===== src/timer16_regs.svh =====
`ifndef TIMER16_REGS_SVH
`define TIMER16_REGS_SVH

// Register indices; the byte address is four times the index.
`define IDX_CHAN_VALUE_LOW 8'hda
`define IDX_CHAN_VALUE_HIGH 8'hdb
`define IDX_COUNT_LOW 8'he2
`define IDX_COUNT_HIGH 8'he3
`define IDX_CONTROL_STATUS 8'he4
`define IDX_CHAN_CONTROL 8'he5

// Word address field of haddr that carries the index.
`define HADDR_IDX_MSB 9
`define HADDR_IDX_LSB 2

// Control/status fields.
`define CTL_FLAGS_MSB 7
`define CTL_FLAGS_LSB 4
`define CTL_CFG_MSB 3
`define CTL_CFG_LSB 0
`define FLAG_IDX_CH2 3
`define FLAG_IDX_CH1 2
`define FLAG_IDX_CH0 1
`define FLAG_IDX_WRAP 0

// Channel control fields.
`define CCTL_MSB 6
`define CCTL_LSB 0

// Reset values.
`define BYTE_RESET 8'h00
`define FLAGS_RESET 4'h0
`define CFG_RESET 4'h0
`define CCTL_RESET 7'h40
`define COUNT_ZERO 16'h0000
`define COUNT_FULL 16'hffff
`define COUNT_ONE 16'h0001

// Prescaler terminal counts for divide by 1, 8, 32 and 128.
`define DIV_LIM_1 7'h00
`define DIV_LIM_8 7'h07
`define DIV_LIM_32 7'h1f
`define DIV_LIM_128 7'h7f

`endif


===== src/timer16_pkg.sv =====
package timer16_pkg;

    typedef enum logic [1:0] {
        MODE_SUSPEND = 2'h0,
        MODE_FREE = 2'h1,
        MODE_MODULO = 2'h2,
        MODE_UPDOWN = 2'h3
    } timer_mode_type;

    typedef enum logic [2:0] {
        CMP_SET = 3'h0,
        CMP_CLEAR = 3'h1,
        CMP_TOGGLE = 3'h2,
        CMP_SET_UP = 3'h3,
        CMP_CLEAR_UP = 3'h4
    } compare_action_type;

    typedef enum logic [1:0] {
        EDGE_NONE = 2'h0,
        EDGE_RISE = 2'h1,
        EDGE_FALL = 2'h2,
        EDGE_BOTH = 2'h3
    } edge_select_type;

    typedef struct packed {
        logic chan_irq_mask;
        logic [2:0] compare_action_select;
        logic compare_op;
        logic [1:0] edge_select;
    } chan_ctrl_type;

    typedef struct packed {
        logic [1:0] div_sel;
        logic [1:0] mode;
    } timer_cfg_type;

    typedef struct packed {
        logic [7:0] idx;
        logic wr;
    } bus_phase_type;

endpackage


===== src/timer16_counter_ch0.sv =====
// How it works
// Reading the counter low byte latches the upper counter byte into the snapshot.
// Any write to the counter low byte clears the whole counter to zero.
// Status bits 7, 6, 5 are sticky flags for channels two, one, zero.
// Wrap flag bit 4 sets on terminal count, or zero reached counting down.
// Writing 0 to a flag clears it; writing 1 leaves it.
// Prescaler bits 3:2 divide the tick by 1, 8, 32 or 128.
// Mode 00 holds the counter still.
// Mode 01 counts from zero to 0xffff and wraps, repeatedly.
// Mode 10 counts from zero to the channel value and restarts.
// Mode 11 counts up to the channel value, then down to zero.
// Compare codes 000, 001, 010 set, clear, toggle the output on match.
// Code 011 sets on up-match, clears at zero or on down-match.
// Code 100 clears on up-match, sets at zero or on down-match.
// Channel control bit 2 picks capture (0) or compare (1).
// Edge select picks none, rising, falling or both edges for capture.
// Channel control bit 6 is the interrupt mask, reset to 1.
// Software always writes 0 to reserved channel control bit 7.
// Channel value is 16 bits as two byte registers, reset zero.
// Channel value low byte is buffered until the high byte is written.
// A selected input edge copies the counter into the channel value, sets flag.
// Counter advances once per cycle, only with tick and prescaler both active.
`timescale 1ns/1ps
`include "timer16_regs.svh"
module timer16_counter_ch0
    import timer16_pkg::*;
(
    input wire logic hclk,
    input wire logic hresetn,
    input wire logic hsel,
    input wire logic [31:0] haddr,
    input wire logic [1:0] htrans,
    input wire logic hwrite,
    input wire logic [2:0] hsize,
    input wire logic [31:0] hwdata,
    input wire logic hready,
    output logic [31:0] hrdata,
    output logic hreadyout,
    output logic hresp,
    input wire logic tick_en,
    input wire logic [1:0] other_chan_events,
    input wire logic chan_in,
    output logic chan_out,
    output logic chan_oe,
    output logic chan_zero_req
);

    logic adv;
    logic step;
    logic rd_acc;
    logic [7:0] rd_idx;
    logic [7:0] rd_mux;
    logic [7:0] wdata;
    logic dvalid_r;
    bus_phase_type dphase_r;
    logic [31:0] hrdata_r;
    logic we_val_low;
    logic we_val_high;
    logic we_count_low;
    logic we_ctl;
    logic we_cctl;
    logic [15:0] count_r;
    logic [15:0] count_nxt;
    logic up_r;
    logic up_nxt;
    logic down_move;
    logic wrap_evt;
    logic match_evt;
    logic match_up;
    logic match_down;
    logic zero_evt;
    logic [7:0] snapshot_r;
    logic [15:0] cc0_r;
    logic [7:0] val_low_buf_r;
    timer_cfg_type cfg_r;
    chan_ctrl_type cctl_r;
    logic [3:0] flags_r;
    logic [3:0] flag_set;
    logic [3:0] flag_clr;
    logic in_s1_r;
    logic in_s2_r;
    logic in_s3_r;
    logic rise;
    logic fall;
    logic cap_evt;
    logic chan_evt;
    logic out_r;

    // Zero-wait slave: every transfer completes in one data phase with OKAY.
    assign hreadyout = 1'b1;
    assign hresp = 1'b0;
    assign hrdata = hrdata_r;

    assign rd_acc = hsel && htrans[1] && hready && !hwrite;
    assign rd_idx = haddr[`HADDR_IDX_MSB:`HADDR_IDX_LSB];
    assign wdata = hwdata[7:0];

    // Holds the address phase of a write for use in its data phase.
    always_ff @(posedge hclk or negedge hresetn) begin
        if (!hresetn) begin
            dvalid_r <= 1'b0;
            dphase_r <= '0;
        end else begin
            dvalid_r <= hsel && htrans[1] && hready && hwrite;
            dphase_r <= '{idx: rd_idx, wr: hwrite};
        end
    end

    assign we_val_low = dvalid_r && dphase_r.idx == `IDX_CHAN_VALUE_LOW;
    assign we_val_high = dvalid_r && dphase_r.idx == `IDX_CHAN_VALUE_HIGH;
    assign we_count_low = dvalid_r && dphase_r.idx == `IDX_COUNT_LOW;
    assign we_ctl = dvalid_r && dphase_r.idx == `IDX_CONTROL_STATUS;
    assign we_cctl = dvalid_r && dphase_r.idx == `IDX_CHAN_CONTROL;

    // Read multiplexer; unmapped indices read as zero.
    always_comb begin
        case (rd_idx)
            `IDX_CHAN_VALUE_LOW: rd_mux = cc0_r[7:0];
            `IDX_CHAN_VALUE_HIGH: rd_mux = cc0_r[15:8];
            `IDX_COUNT_LOW: rd_mux = count_r[7:0];
            `IDX_COUNT_HIGH: rd_mux = snapshot_r;
            `IDX_CONTROL_STATUS: rd_mux = {flags_r, cfg_r};
            `IDX_CHAN_CONTROL: rd_mux = {1'b0, cctl_r};
            default: rd_mux = `BYTE_RESET;
        endcase
    end

    always_ff @(posedge hclk or negedge hresetn) begin
        if (!hresetn) begin
            hrdata_r <= '0;
        end else if (rd_acc) begin
            hrdata_r <= {{24{1'b0}}, rd_mux};
        end
    end

    // The snapshot keeps the upper byte coherent with the low byte just read.
    always_ff @(posedge hclk or negedge hresetn) begin
        if (!hresetn) begin
            snapshot_r <= `BYTE_RESET;
        end else if (rd_acc && rd_idx == `IDX_COUNT_LOW) begin
            snapshot_r <= count_r[15:8];
        end
    end

    always_ff @(posedge hclk or negedge hresetn) begin
        if (!hresetn) begin
            cfg_r <= `CFG_RESET;
        end else if (we_ctl) begin
            cfg_r <= wdata[`CTL_CFG_MSB:`CTL_CFG_LSB];
        end
    end

    // Bit 7 is not stored, so it reads as zero whatever software writes.
    always_ff @(posedge hclk or negedge hresetn) begin
        if (!hresetn) begin
            cctl_r <= `CCTL_RESET;
        end else if (we_cctl) begin
            cctl_r <= wdata[`CCTL_MSB:`CCTL_LSB];
        end
    end

    timer16_prescaler #(
        .PRESCALE_WIDTH(7)
    ) u_prescaler (
        .hclk(hclk),
        .hresetn(hresetn),
        .tick_en(tick_en),
        .div_sel(cfg_r.div_sel),
        .advance(adv)
    );

    assign step = adv && (cfg_r.mode != MODE_SUSPEND) && !we_count_low;

    // Next counter value and direction for each mode.
    always_comb begin
        count_nxt = count_r;
        up_nxt = up_r;
        down_move = 1'b0;
        wrap_evt = 1'b0;
        if (step) begin
            case (cfg_r.mode)
                MODE_FREE: begin
                    count_nxt = count_r + `COUNT_ONE;
                    up_nxt = 1'b1;
                    wrap_evt = (count_r == `COUNT_FULL);
                end
                MODE_MODULO: begin
                    up_nxt = 1'b1;
                    if (count_r >= cc0_r) begin
                        count_nxt = `COUNT_ZERO;
                        wrap_evt = 1'b1;
                    end else begin
                        count_nxt = count_r + `COUNT_ONE;
                    end
                end
                MODE_UPDOWN: begin
                    if (up_r && count_r < cc0_r) begin
                        count_nxt = count_r + `COUNT_ONE;
                    end else if (count_r == `COUNT_ZERO) begin
                        up_nxt = 1'b1;
                        count_nxt = (cc0_r == `COUNT_ZERO) ? `COUNT_ZERO : `COUNT_ONE;
                    end else begin
                        up_nxt = 1'b0;
                        down_move = 1'b1;
                        count_nxt = count_r - `COUNT_ONE;
                        wrap_evt = (count_r == `COUNT_ONE);
                    end
                end
                default: begin
                    count_nxt = count_r;
                end
            endcase
        end
    end

    always_ff @(posedge hclk or negedge hresetn) begin
        if (!hresetn) begin
            count_r <= `COUNT_ZERO;
            up_r <= 1'b1;
        end else if (we_count_low) begin
            count_r <= `COUNT_ZERO;
            up_r <= 1'b1;
        end else begin
            count_r <= count_nxt;
            up_r <= up_nxt;
        end
    end

    assign match_evt = step && (count_nxt == cc0_r);
    assign match_up = match_evt && !down_move;
    assign match_down = match_evt && down_move;
    assign zero_evt = step && (count_nxt == `COUNT_ZERO);

    // Input synchroniser; the second and third stages feed the edge detector.
    always_ff @(posedge hclk or negedge hresetn) begin
        if (!hresetn) begin
            in_s1_r <= 1'b0;
            in_s2_r <= 1'b0;
            in_s3_r <= 1'b0;
        end else begin
            in_s1_r <= chan_in;
            in_s2_r <= in_s1_r;
            in_s3_r <= in_s2_r;
        end
    end

    assign rise = in_s2_r && !in_s3_r;
    assign fall = !in_s2_r && in_s3_r;

    always_comb begin
        case (cctl_r.edge_select)
            EDGE_RISE: cap_evt = rise;
            EDGE_FALL: cap_evt = fall;
            EDGE_BOTH: cap_evt = rise || fall;
            default: cap_evt = 1'b0;
        endcase
        cap_evt = cap_evt && !cctl_r.compare_op;
    end

    // Channel value; a capture wins over a software commit in the same cycle.
    always_ff @(posedge hclk or negedge hresetn) begin
        if (!hresetn) begin
            cc0_r <= {`BYTE_RESET, `BYTE_RESET};
            val_low_buf_r <= `BYTE_RESET;
        end else begin
            if (we_val_low) begin
                val_low_buf_r <= wdata;
            end
            if (cap_evt) begin
                cc0_r <= count_r;
            end else if (we_val_high) begin
                cc0_r <= {wdata, val_low_buf_r};
            end
        end
    end

    // In up/down mode the channel event is the return to zero instead of a match.
    assign chan_evt = cap_evt || (cctl_r.compare_op &&
        ((cfg_r.mode == MODE_UPDOWN) ? (zero_evt && down_move) : match_evt));

    always_comb begin
        flag_set = `FLAGS_RESET;
        flag_set[`FLAG_IDX_CH2] = other_chan_events[1];
        flag_set[`FLAG_IDX_CH1] = other_chan_events[0];
        flag_set[`FLAG_IDX_CH0] = chan_evt;
        flag_set[`FLAG_IDX_WRAP] = wrap_evt;
        flag_clr = we_ctl ? ~wdata[`CTL_FLAGS_MSB:`CTL_FLAGS_LSB] : `FLAGS_RESET;
    end

    // A set in the same cycle as a clear wins.
    always_ff @(posedge hclk or negedge hresetn) begin
        if (!hresetn) begin
            flags_r <= `FLAGS_RESET;
        end else begin
            flags_r <= (flags_r & ~flag_clr) | flag_set;
        end
    end

    // Compare output; registered so every edge on the pin is glitch-free.
    always_ff @(posedge hclk or negedge hresetn) begin
        if (!hresetn) begin
            out_r <= 1'b0;
        end else if (cctl_r.compare_op) begin
            case (cctl_r.compare_action_select)
                CMP_SET: begin
                    if (match_evt) out_r <= 1'b1;
                end
                CMP_CLEAR: begin
                    if (match_evt) out_r <= 1'b0;
                end
                CMP_TOGGLE: begin
                    if (match_evt) out_r <= !out_r;
                end
                CMP_SET_UP: begin
                    if (match_up) out_r <= 1'b1;
                    else if (zero_evt || match_down) out_r <= 1'b0;
                end
                CMP_CLEAR_UP: begin
                    if (match_up) out_r <= 1'b0;
                    else if (zero_evt || match_down) out_r <= 1'b1;
                end
                default: begin
                    out_r <= out_r;
                end
            endcase
        end
    end

    assign chan_out = out_r;
    assign chan_oe = cctl_r.compare_op;
    assign chan_zero_req = flags_r[`FLAG_IDX_CH0] && cctl_r.chan_irq_mask;
endmodule


===== src/timer16_prescaler.sv =====
`timescale 1ns/1ps
`include "timer16_regs.svh"
module timer16_prescaler
    import timer16_pkg::*;
#(
    parameter int PRESCALE_WIDTH = 7
) (
    input wire logic hclk,
    input wire logic hresetn,
    input wire logic tick_en,
    input wire logic [1:0] div_sel,
    output logic advance
);

    // Refuses a divider too narrow to reach the largest terminal count.
    if (PRESCALE_WIDTH < $bits(`DIV_LIM_128)) begin : g_width_check
        $error("PRESCALE_WIDTH must hold a count of 127");
    end

    logic [PRESCALE_WIDTH-1:0] div_cnt_r;
    logic [PRESCALE_WIDTH-1:0] limit;

    // Selects the terminal count of the tick divider.
    always_comb begin
        case (div_sel)
            2'h0: limit = PRESCALE_WIDTH'(`DIV_LIM_1);
            2'h1: limit = PRESCALE_WIDTH'(`DIV_LIM_8);
            2'h2: limit = PRESCALE_WIDTH'(`DIV_LIM_32);
            default: limit = PRESCALE_WIDTH'(`DIV_LIM_128);
        endcase
    end

    // Counts ticks and restarts when the limit is reached or passed.
    always_ff @(posedge hclk or negedge hresetn) begin
        if (!hresetn) begin
            div_cnt_r <= '0;
        end else if (tick_en) begin
            if (div_cnt_r >= limit) begin
                div_cnt_r <= '0;
            end else begin
                div_cnt_r <= div_cnt_r + PRESCALE_WIDTH'(1);
            end
        end
    end

    assign advance = tick_en && (div_cnt_r >= limit);

endmodule


===== config.mk =====
export PLATFORM = sky130hd
export DESIGN_NAME = timer16_counter_ch0
export DESIGN_NICKNAME = d
export VERILOG_FILES = /design/src/timer16_pkg.sv /design/src/timer16_counter_ch0.sv /design/src/timer16_prescaler.sv
export VERILOG_INCLUDE_DIRS = /design/src
export SDC_FILE = /design/constraint.sdc
export NUM_CORES = 1
export LEC_CHECK = 0
export ABC_AREA = 1
export BUFFER_PORTS_ARGS = -buffer_cell sky130_fd_sc_hd__buf_4
export CAP_MARGIN = 20
export CORE_MARGIN = 2
export CORE_UTILIZATION = 25
export DETAILED_ROUTE_END_ITERATION = 16
export GPL_ROUTABILITY_DRIVEN = 0
export GPL_TIMING_DRIVEN = 0
export SLEW_MARGIN = 20
export SYNTH_ARGS = -nofsm -noshare
export SYNTH_HDL_FRONTEND = slang
export SYNTH_SLANG_ARGS = --single-unit

===== constraint.sdc =====
create_clock -name hclk -period 3.2 [get_ports hclk]
set_input_delay 0.16 -clock hclk [delete_from_list [all_inputs] [get_ports hclk]]
set_output_delay 0.16 -clock hclk [all_outputs]
set_load 0.05 [all_outputs]

==> results of run 1 <==
## cells in the mapped netlist, types with 18 or more instances
library cell  instances
inv_1               108
nand3_1              60
nor2_1               80
a21oi_1              21
xor2_1               23
nand2_2              18
ha_1                 34
buf_4                28
nand2_1             256
dfrtp_1              90
o21ai_0              77
nand4_1              27
## cell families after synthesis
group | synth area share
simple gates | 0.346
compound gates | 0.109
xor+xnor | 0.0305
fa+ha+maj | 0.0618
flops | 0.335
buf+inv | 0.116
other cells | 0.00109
mux | 0.00164
## state kept, by name, indices dropped and copies added (netlist names), 4 cells and up
name	flops
cfg_r	4
u_prescaler.div_cnt_r	7
count_r	16
dphase_r	8
val_low_buf_r	8
flags_r	4
cc0_r	16
cctl_r	6
hrdata	8
snapshot_r	8
## what timing repair did
| action | 4_1_cts | 5_1_grt |
|---|---|---|
| hold endpoints to repair | 100 | 0 |
| pin swaps | 1 | 29 |
| gates cloned | 0 | 2 |
| hold buffers | 11 | 0 |
| resized for setup | 8 | 77 |
| setup endpoints to repair | 2 | 2 |
| setup buffers | 5 | 39 |
## area by class of cell
class / count / area (um^2) / area share
plain buffers: 49 / 357 / 0.0407
clock buffers: 10 / 239 / 0.0273
clock inverters: 6 / 73.8 / 0.00843
inverters: 121 / 470 / 0.0538
multi-input cells: 720 / 4090 / 0.467
flip-flops and latches: 92 / 2320 / 0.265
well taps: 341 / 427 / 0.0487
repair buffers: 93 / 781 / 0.0892
## stage by stage
stage	cells	hold slack (ps)	util
3_3_place_gp	1359	269	0.284
5_1_grt	1432	14.4	0.324
3_5_place_dp	1359	271	0.284
2_1_floorplan	982	-136	-
6_report	1432	-1.55	0.324
4_1_cts	1391	1.14	0.302
## worst paths after layout
check,depth (start not counted),start,end
setup / recovery,22,cc0_r[15],chan_out
hold / removal,2,other_chan_events[1],flags_r[3]
setup reg to reg,22,cc0_r[15],chan_out
hold reg to reg,0,in_s1_r,in_s2_r
max in group asynchronous,2,hresetn,cc0_r[10]
min in group asynchronous,2,hresetn,dvalid_r
## per-layer routing
layer  vias to the layer above  global-route usage  routed length [um]
li1                       3333                   -                   -
met1                      3279               0.204                9770
met2                       311               0.249               10500
met5                         -                   0                   0
met4                         0              0.0687                 760
met3                        49              0.0226                1790
## report_power, final
part           switching, uW  total (uW)  internal, uW
Clock                    484        1120           635
Sequential               115        1400          1280
Combinational            670        1070           397
Total                   1270        3580          2310
## worst max-delay path, stage by stage (launching register included)
cell     delay (ps)
dfrtp_1         380
inv_1           140
ha_4            310
nand4_1         170
nor2_4          230
nand2_4         140
buf_12          160
nand4_4          80
nand3_4         140
nand2_1         140
nand2_4          90
nand2_4          80
buf_4           110
nand2_1          50
nand2_1          70
nand2_1          90
nor2_1          100
nand3_1          80
nor2_1          100
nand3_1         120
nand3_1         110
nand2_1          60
nand2_1          60
==> summary.md, run 1 <==
| Metric | Value |
|---|---|
| 1st-pass router iterations | 5 |
| Worst path required time | 3490 ps |
| FF-to-FF setup slack | 140 ps |
| Period utilisation layout | 0.955 |
| Worst hold margin | -1.55 ps |
| Pin count of the biggest net entering global routing | 93 |
| Slew headroom | 0.430 |
| Final WL | 22,800 um |
| Seq/Total Area, Yosys | 0.335 |
| Yosys top cell by area | dfrtp_1 |
| TritonCTS sink count | 92 |
| Final instance area | 0.00875 mm^2 |
| Failing checks | negative hold slack |
| Max Cap Violations | 0 |
| Fmax achieved | 327 MHz |
| Antenna-violating nets left | 0 |
| Global route overflow | 0 |
| Vias in the first global route | 6,304 |
| Commonest non-fill, non-tap cell in the layout | nand2_1 |
| Routed wire length per instance | 15.9 um |
| Detailed-route via count | 6,972 |
| Total Routing Usage GR | 0.154 |
| CTS tree | built |
| Area grow syn2layout | 27.1% |
| Root Driver | clkbuf_16 |
| I/O Buffers | 36 |
| Max VDD drop | 0.222 mV |
| Core Rows | 60 |
| Syn Std Cell Area | 0.00688 mm^2 |
| Ranking of synthesized cells by area | dfrtp_1 33%, nand2_1 14%, ha_1 6.2%, inv_1 5.9%, o21ai_0 5.6% |
| Clk_lat worst skew | 350 ps |
| Diode count | 0 |
| Synthesis-stage register bit count | 92 |
| Fillcell total | 2,890 |
| Share of layout cells above drive strength 1 | 0.250 |
| Synthesized netlist cell count | 958 |
| P_leak | 0.00438 uW |
| Post-DP HPWL | 17,400 um |
| Post-layout min period | 3060 ps |
| Vias/cell | 4.87 |
| Synth async-reset ratio | 1.00 |
| Synth unique cells | 56 |
| Hold Path Class | in -> reg |
| Synthesis warning total | 0 |
| Status | finished, violations left |
| Area after DPL | 0.00767 mm^2 |
| Die footprint | 0.0289 mm^2 |
| H-tree levels | 3 |
| Setup TNS | 0 ps |
| Slew Viols, Final | 0 |
| Clk slew on worst S/H paths | 70 ps |
| Overall Power | 3580 uW |
| Fin. Hold Viols | 1 |
| WS Path Type | reg -> reg |
| Clock buffer count from CTS | 9 |
| Synth Flop Type | dfrtp_1 |
| Clock Path Buffers | 2 |
| Pre-CTS setup slack | -164 ps |
| Die X | 170 um |
| Syn_area_per_cell | 7.19 um^2 |
| Post-synth top area share | 0.327 |
| CORE AREA | 0.0270 mm^2 |
| Starting Density | 0.255 |
| EDFF count, synth | 0 |
| RSZ-0062 raised after global routing | yes |
| Finish-stage setup viols | 0 |
| Least-Margin Pin Slew | 855 ps |
| Initial drt markers | 564 |
| Final clock skew | 10.3 ps |
| CP startpoint kind | flip-flop |
| Final Net Count | 1,198 |
| Die H | 170 um |
| Commonest non-fill, non-tap cells in the layout | 236 x nand2_1, 105 x buf_4, 94 x inv_1, 78 x dfrtp_1, 77 x o21ai_0 |
| Setup ws final | 143 ps |
| Residual DRC | 0 |
| First-pass GRT wire length | 34,200 um |
| Critical path arrival | 3350 ps |
| Ratio of total power to cell area | 409 mW/mm^2 |
| Initial antenna violation count | 0 |
| I/O pin count | 115 |
| CP Max Fanout | 8 |
| Worst setup EP type | flip-flop |
No activity file was read; power rests on OpenSTA's default activity.
==> run 2: changes to the inputs <==
- CORE_ASPECT_RATIO: not set -> 0.8
==> run 2 against run 1 <==
Effect of this change:
- core utilization down 0.72 points
- largest power group unchanged
- sequential cell count did not move
- non-clock buffer count shrank 10
- total power decreased by 0.35%
- sequential power about the same
- the flow now finishes without violations
==> summary.md, run 2 (synthesis results as in run 1) <==
| Metric | Value |
|---|---|
| Status | finished, final reports clean |
| Die H | 152 um |
| Setup ws final | 70.0 ps |
| Die X | 190 um |
| Pre-CTS setup slack | -226 ps |
| Final clock skew | 10.7 ps |
| Initial antenna violation count | 0 |
| Critical path arrival | 3420 ps |
| Period utilisation layout | 0.978 |
| Detailed-route via count | 6,993 |
| Switching power share of the total | 0.358 |
| CTS tree | built |
| Largest regs | cc0_r x16, count_r x16 |
| Max Cap Violations | 0 |
| Setup TNS | 0 ps |
| Overall Power | 3570 uW |
| Worst flop-to-flop path startpoint | cc0_r[11] |
| Worst setup EP type | flip-flop |
| Area grow syn2layout | 24.9% |
| CP startpoint kind | flip-flop |
| Routed wire length per instance | 16.1 um |
| Clock network power share | 0.313 |
| Commonest non-fill, non-tap cells in the layout | 241 x nand2_1, 97 x buf_4, 94 x inv_1, 77 x o21ai_0, 76 x dfrtp_1 |
| Total Routing Usage GR | 0.158 |
| Flop pwr share | 0.395 |
| Max VDD drop | 0.264 mV |
| Final WL | 23,300 um |
| Clock Path Buffers | 2 |
| H-tree levels | 3 |
| Diode count | 0 |
| Dpl cells | 1,382 |
| Vias/cell | 4.84 |
| Hold path endpoint | flags_r[2] |
| Finish-stage setup viols | 0 |
| Root Driver | clkbuf_16 |
| Fmax achieved | 319 MHz |
| CP Max Fanout | 6 |
| Area taken by multi-input logic gates | 0.00402 mm^2 |
| R2r worst-path depth | 20 |
| Slew headroom | 0.404 |
| 1st-pass router iterations | 5 |
| Clk_lat worst skew | 350 ps |
| Slew Viols, Final | 0 |
| Global route overflow | 0 |
| P_sw | 1280 uW |
| Final Net Count | 1,189 |
| Clk slew on worst S/H paths | 70 ps |
| TritonCTS sink count | 92 |
| WS Path Type | reg -> reg |
| Least-Margin Pin Slew | 894 ps |
| Post-DP HPWL | 18,000 um |
| Hold Path Class | in -> reg |
| Clock buffer count from CTS | 9 |
| Worst path required time | 3490 ps |
| Pin count of the biggest net entering global routing | 93 |
| Logic pwr share | 0.292 |
| RSZ-0062 raised after global routing | yes |
| I/O pin count | 115 |
| Commonest non-fill, non-tap cell in the layout | nand2_1 |
| I/O Buffers | 36 |
| Worst Hold Launch | other_chan_events[0] |
| Hold Path Stages | 2 |
| Final instance area | 0.00860 mm^2 |
| Ratio of total power to cell area | 415 mW/mm^2 |
| FF/Latch Area | 0.00232 mm^2 |
| Share of layout cells above drive strength 1 | 0.238 |
| Antenna-violating nets left | 0 |
| Vias in the first global route | 6,241 |
| First-pass GRT wire length | 35,400 um |
| Fillcell total | 2,910 |
| Die footprint | 0.0289 mm^2 |
| Area after DPL | 0.00770 mm^2 |
| CORE AREA | 0.0272 mm^2 |
| Fin. Hold Viols | 0 |
| FF-to-FF setup slack | 70 ps |
| Reg2reg end | flags_r[1] |
| Fin cells | 1,446 |
| Core Rows | 54 |
| Starting Density | 0.253 |
| P_leak | 0.00427 uW |
| Initial drt markers | 727 |
| Post-layout min period | 3130 ps |
| Int Pwr | 2290 uW |
| Residual DRC | 0 |
==> run 2: cell count changes in the layout (fill, tap and decap cells not counted), sizes merged <==
cell,change
buf,-9
clkbuf,-1
clkinv,-2
inv,+2
nand2,+1
==> run 2: power groups by stage <==
stage / Clock (uW) / Combinational [uW] / Sequential, uW
final: 1120 / 1040 / 1410
after detailed placement: 0 / 906 / 1430
after global routing: 1180 / 1150 / 1420
after CTS: 1130 / 926 / 1400
after global placement: 0 / 890 / 1420
after floorplan: 0 / 578 / 1460
==> run 2: what timing repair did <==
action / in CTS / in global routing
gates cloned: 0 / 2
setup endpoints to repair: 2 / 2
buffers inserted: 0 / 35
gates resized for setup: 11 / 66
pin swaps: 1 / 19
endpoints found under the hold margin: 99 / 1
hold buffers: 10 / 1
==> run 2: worst max-delay path: stages, from the launching register on <==
cell and delay [ps]:
dfrtp_1 410, inv_2 130, ha_1 270, a21oi_2 190, a21oi_2 110, nor2_8 230
nand3_4 170, buf_8 190, nand2_1 60, nand3_1 100, nand3_2 130, nand2_1 100
nand2_1 100, nand2_1 90, nor2_4 110, nand2_1 70, nor2_2 140, nand3_2 100
o21ai_1 200, nand2_1 80, nand3_1 70
==> run 2: area by class of cell <==
| type | instances | area share |
|---|---|---|
| multi-input cells | 721 | 0.467 |
| flip-flops and latches | 92 | 0.270 |
| repair buffers | 83 | 0.0778 |
| inverters | 121 | 0.0557 |
| well taps | 364 | 0.0530 |
| plain buffers | 49 | 0.0409 |
| clock buffers | 10 | 0.0278 |
| clock inverters | 6 | 0.00800 |
==> run 2: metrics by stage <==
stage,hold WS (ps),util
finish,12.3,0.317
global route,5.12,0.317
CTS,2.59,0.300
detailed placement,274,0.284
global placement,271,0.283
floorplan,-136,-
==> run 2: layer usage <==
metal,up-vias,global-route usage,part of all wire
li1,3323,-,-
met1,3313,0.241,0.47
met2,335,0.224,0.42
met3,22,0.0387,0.10
met4,0,0.0288,0.011
met5,-,0,0
==> run 2: how the worst max path moves through the flow <==
stage / start / to / slack (ps) / cells after the start
after floorplan: cfg_r[2] / chan_out / 600 / 24
after global placement: count_r[0] / flags_r[1] / -280 / 23
after detailed placement: count_r[0] / chan_out / -230 / 24
after CTS: cc0_r[15] / flags_r[1] / 2 / 20
after global routing: cc0_r[11] / chan_out / -80 / 23
final: cc0_r[11] / flags_r[1] / 70 / 20
==> run 3: changes to the inputs <==
- RECOVER_POWER: not set -> 25
==> run 3 against run 2 <==
Effect of this change:
- the run now ends with max-capacitance violations, max-slew violations left
- critical path depth rose by 1
- critical endpoint unchanged
- clock power about the same
- clock-buffer cell count did not move
- maximum frequency grew 0.34%
- non-clock buffer count stayed put
- global-route usage stayed put
- wire length about the same
==> summary.md, run 3 (synthesis results as in run 1) <==
| Metric | Value |
|---|---|
| Worst path depth | 21 |
| Die X | 190 um |
| Failing checks | max-capacitance violations, max-slew violations |
| 1st-pass router iterations | 5 |
| Clock buffer count from CTS | 9 |
| TritonCTS sink count | 92 |
| Final WL | 23,300 um |
| Vias/cell | 4.85 |
| Worst setup EP type | flip-flop |
| Max Cap Violations | 1 |
| Final clock skew | 12.1 ps |
| Largest regs | cc0_r x16, count_r x16 |
| Total Routing Usage GR | 0.158 |
| Ratio of total power to cell area | 415 mW/mm^2 |
| Final instance area | 0.00853 mm^2 |
| I/O Buffers | 36 |
| RSZ-0062 raised after global routing | yes |
| P_leak | 0.00421 uW |
| Worst flop-to-flop path startpoint | cc0_r[11] |
| Critical-path cell list | inv_2 -> ha_1 -> nand2_1 -> inv_1 -> nand3_1 -> nor2_4 -> nand2_4 -> buf_4 -> nand4_4 -> nand2_2 -> nand2_1 -> nand3_2 -> nand3_1 -> nand2_1 -> nor2_1 -> nand2_2 -> nor2_4 -> nand3_2 -> o21ai_1 -> nand2_1 -> nand3_1 |
| WS Path Type | reg -> reg |
| Global route overflow | 0 |
| CP Buf/Inv Count | 3 |
| Final Net Count | 1,189 |
| Top cell by count, worst path | nand2_1 |
| Share of layout cells above drive strength 1 | 0.223 |
| Initial antenna violation count | 0 |
| Slew headroom | -0.560 |
| Area taken by multi-input logic gates | 0.00402 mm^2 |
| Critical path arrival | 3410 ps |
| Pin count of the biggest net entering global routing | 93 |
| Detailed-route via count | 7,013 |
| Starting Density | 0.253 |
| Slew Viols, Final | 93 |
| Fin cells | 1,446 |
| Clock Path Buffers | 2 |
| Setup TNS | 0 ps |
| Initial drt markers | 820 |
| Fillcell total | 2,933 |
| CP Max Fanout | 7 |
| Slowest stage delay, CP | 390 ps |
| Die H | 152 um |
| Diode count | 0 |
| CTS tree | built |
| Core Rows | 54 |
| Antenna-violating nets left | 0 |
| H-tree levels | 3 |
| Largest delay share family, worst path | simple AND/OR/NAND/NOR gates |
| Fin. Hold Viols | 0 |
| Least-Margin Pin Slew | 2340 ps |
| Slowest stage cell, crit path | dfrtp_1 |
| CP Launch Point | cc0_r[11] |
| Clk slew on worst S/H paths | 70 ps |
| Max VDD drop | 0.262 mV |
| First-pass GRT wire length | 35,400 um |
| FF-to-FF setup slack | 80 ps |
| Commonest non-fill, non-tap cell in the layout | nand2_1 |
| R2r worst-path depth | 21 |
| CORE AREA | 0.0272 mm^2 |
| I/O pin count | 115 |
| FF/Latch Area | 0.00232 mm^2 |
| Area after DPL | 0.00770 mm^2 |
| Fmax achieved | 321 MHz |
| Vias in the first global route | 6,241 |
| Overall Power | 3540 uW |
| Area grow syn2layout | 24.0% |
| Hold Path Class | in -> reg |
| Worst setup path endpoint | flags_r[1] |
| Worst Hold Launch | other_chan_events[0] |
| Routed wire length per instance | 16.1 um |
| Clk_lat worst skew | 350 ps |
| Post-layout min period | 3120 ps |
| Root Driver | clkbuf_16 |
| Reg2reg end | flags_r[1] |
| Worst path required time | 3490 ps |
| Finish-stage setup viols | 0 |
| Commonest non-fill, non-tap cells in the layout | 241 x nand2_1, 94 x inv_1, 79 x buf_4, 77 x o21ai_0, 76 x dfrtp_1 |
| CP startpoint kind | flip-flop |
| Status | finished, violations left |
| Residual DRC | 0 |
| Die footprint | 0.0289 mm^2 |
| Post-DP HPWL | 18,000 um |
| Worst hold margin | 14.9 ps |
| Period utilisation layout | 0.975 |
| Dpl cells | 1,382 |
## run 3: cell type report
| cell class | instances | share of cell area |
|---|---|---|
| clock buffer | 10 | 0.0280 |
| clock inverter | 6 | 0.00806 |
| sequential | 92 | 0.272 |
| buffer | 49 | 0.0412 |
| multi-input combinational | 721 | 0.470 |
| inverter | 121 | 0.0562 |
| tap | 364 | 0.0534 |
| timing repair buffer | 83 | 0.0707 |
## run 3: power by group
part | internal, uW | switching [uW]
Combinational | 353 | 664
Clock | 633 | 484
Sequential | 1280 | 127
## run 3: how the worst min path moves through the flow
| stage | cells past startpoint | to | slack [ps] |
|---|---|---|---|
| after floorplan | 0 | cc0_r[0] | -140 |
| after global placement | 1 | in_s1_r | 270 |
| after detailed placement | 1 | in_s1_r | 270 |
| after CTS | 2 | flags_r[3] | 3 |
| after global routing | 2 | flags_r[2] | 5 |
| final | 2 | flags_r[2] | 10 |
## run 3: timing repair
action / in CTS / in global routing
endpoints found under the hold margin: 99 / 1
setup buffers: 0 / 35
hold buffers: 10 / 1
pin swaps: 1 / 19
gates resized for setup: 11 / 66
endpoints found under the setup margin: 2 / 2
cloned: 0 / 2
## run 3: per-stage QoR
| step | setup slack [ps] | util |
|---|---|---|
| final | 80.6 | 0.314 |
| after global placement | -282 | 0.283 |
| after global routing | -80.7 | 0.314 |
| after CTS | 1.72 | 0.300 |
| after floorplan | 604 | - |
| after detailed placement | -226 | 0.284 |
## run 3: routing by layer
layer / part of all wire / vias to the layer above / track usage / routed length (um)
met4: 0.010 / 0 / 0.0288 / 239
met3: 0.097 / 21 / 0.0387 / 2260
met5: 0 / - / 0 / 0
met2: 0.42 / 322 / 0.224 / 9750
li1: - / 3322 / - / -
met1: 0.47 / 3348 / 0.241 / 11000
## run 3: worst register-to-register path, stage by stage (launching register included)
cell and delay [ps]:
dfrtp_1 390, inv_2 90, ha_1 320, nand2_1 60
inv_1 70, nand3_1 120, nor2_4 250, nand2_4 130
buf_4 170, nand4_4 80, nand2_2 130, nand2_1 110
nand3_2 100, nand3_1 130, nand2_1 70, nor2_1 110
nand2_2 90, nor2_4 170, nand3_2 110, o21ai_1 210
nand2_1 80, nand3_1 70
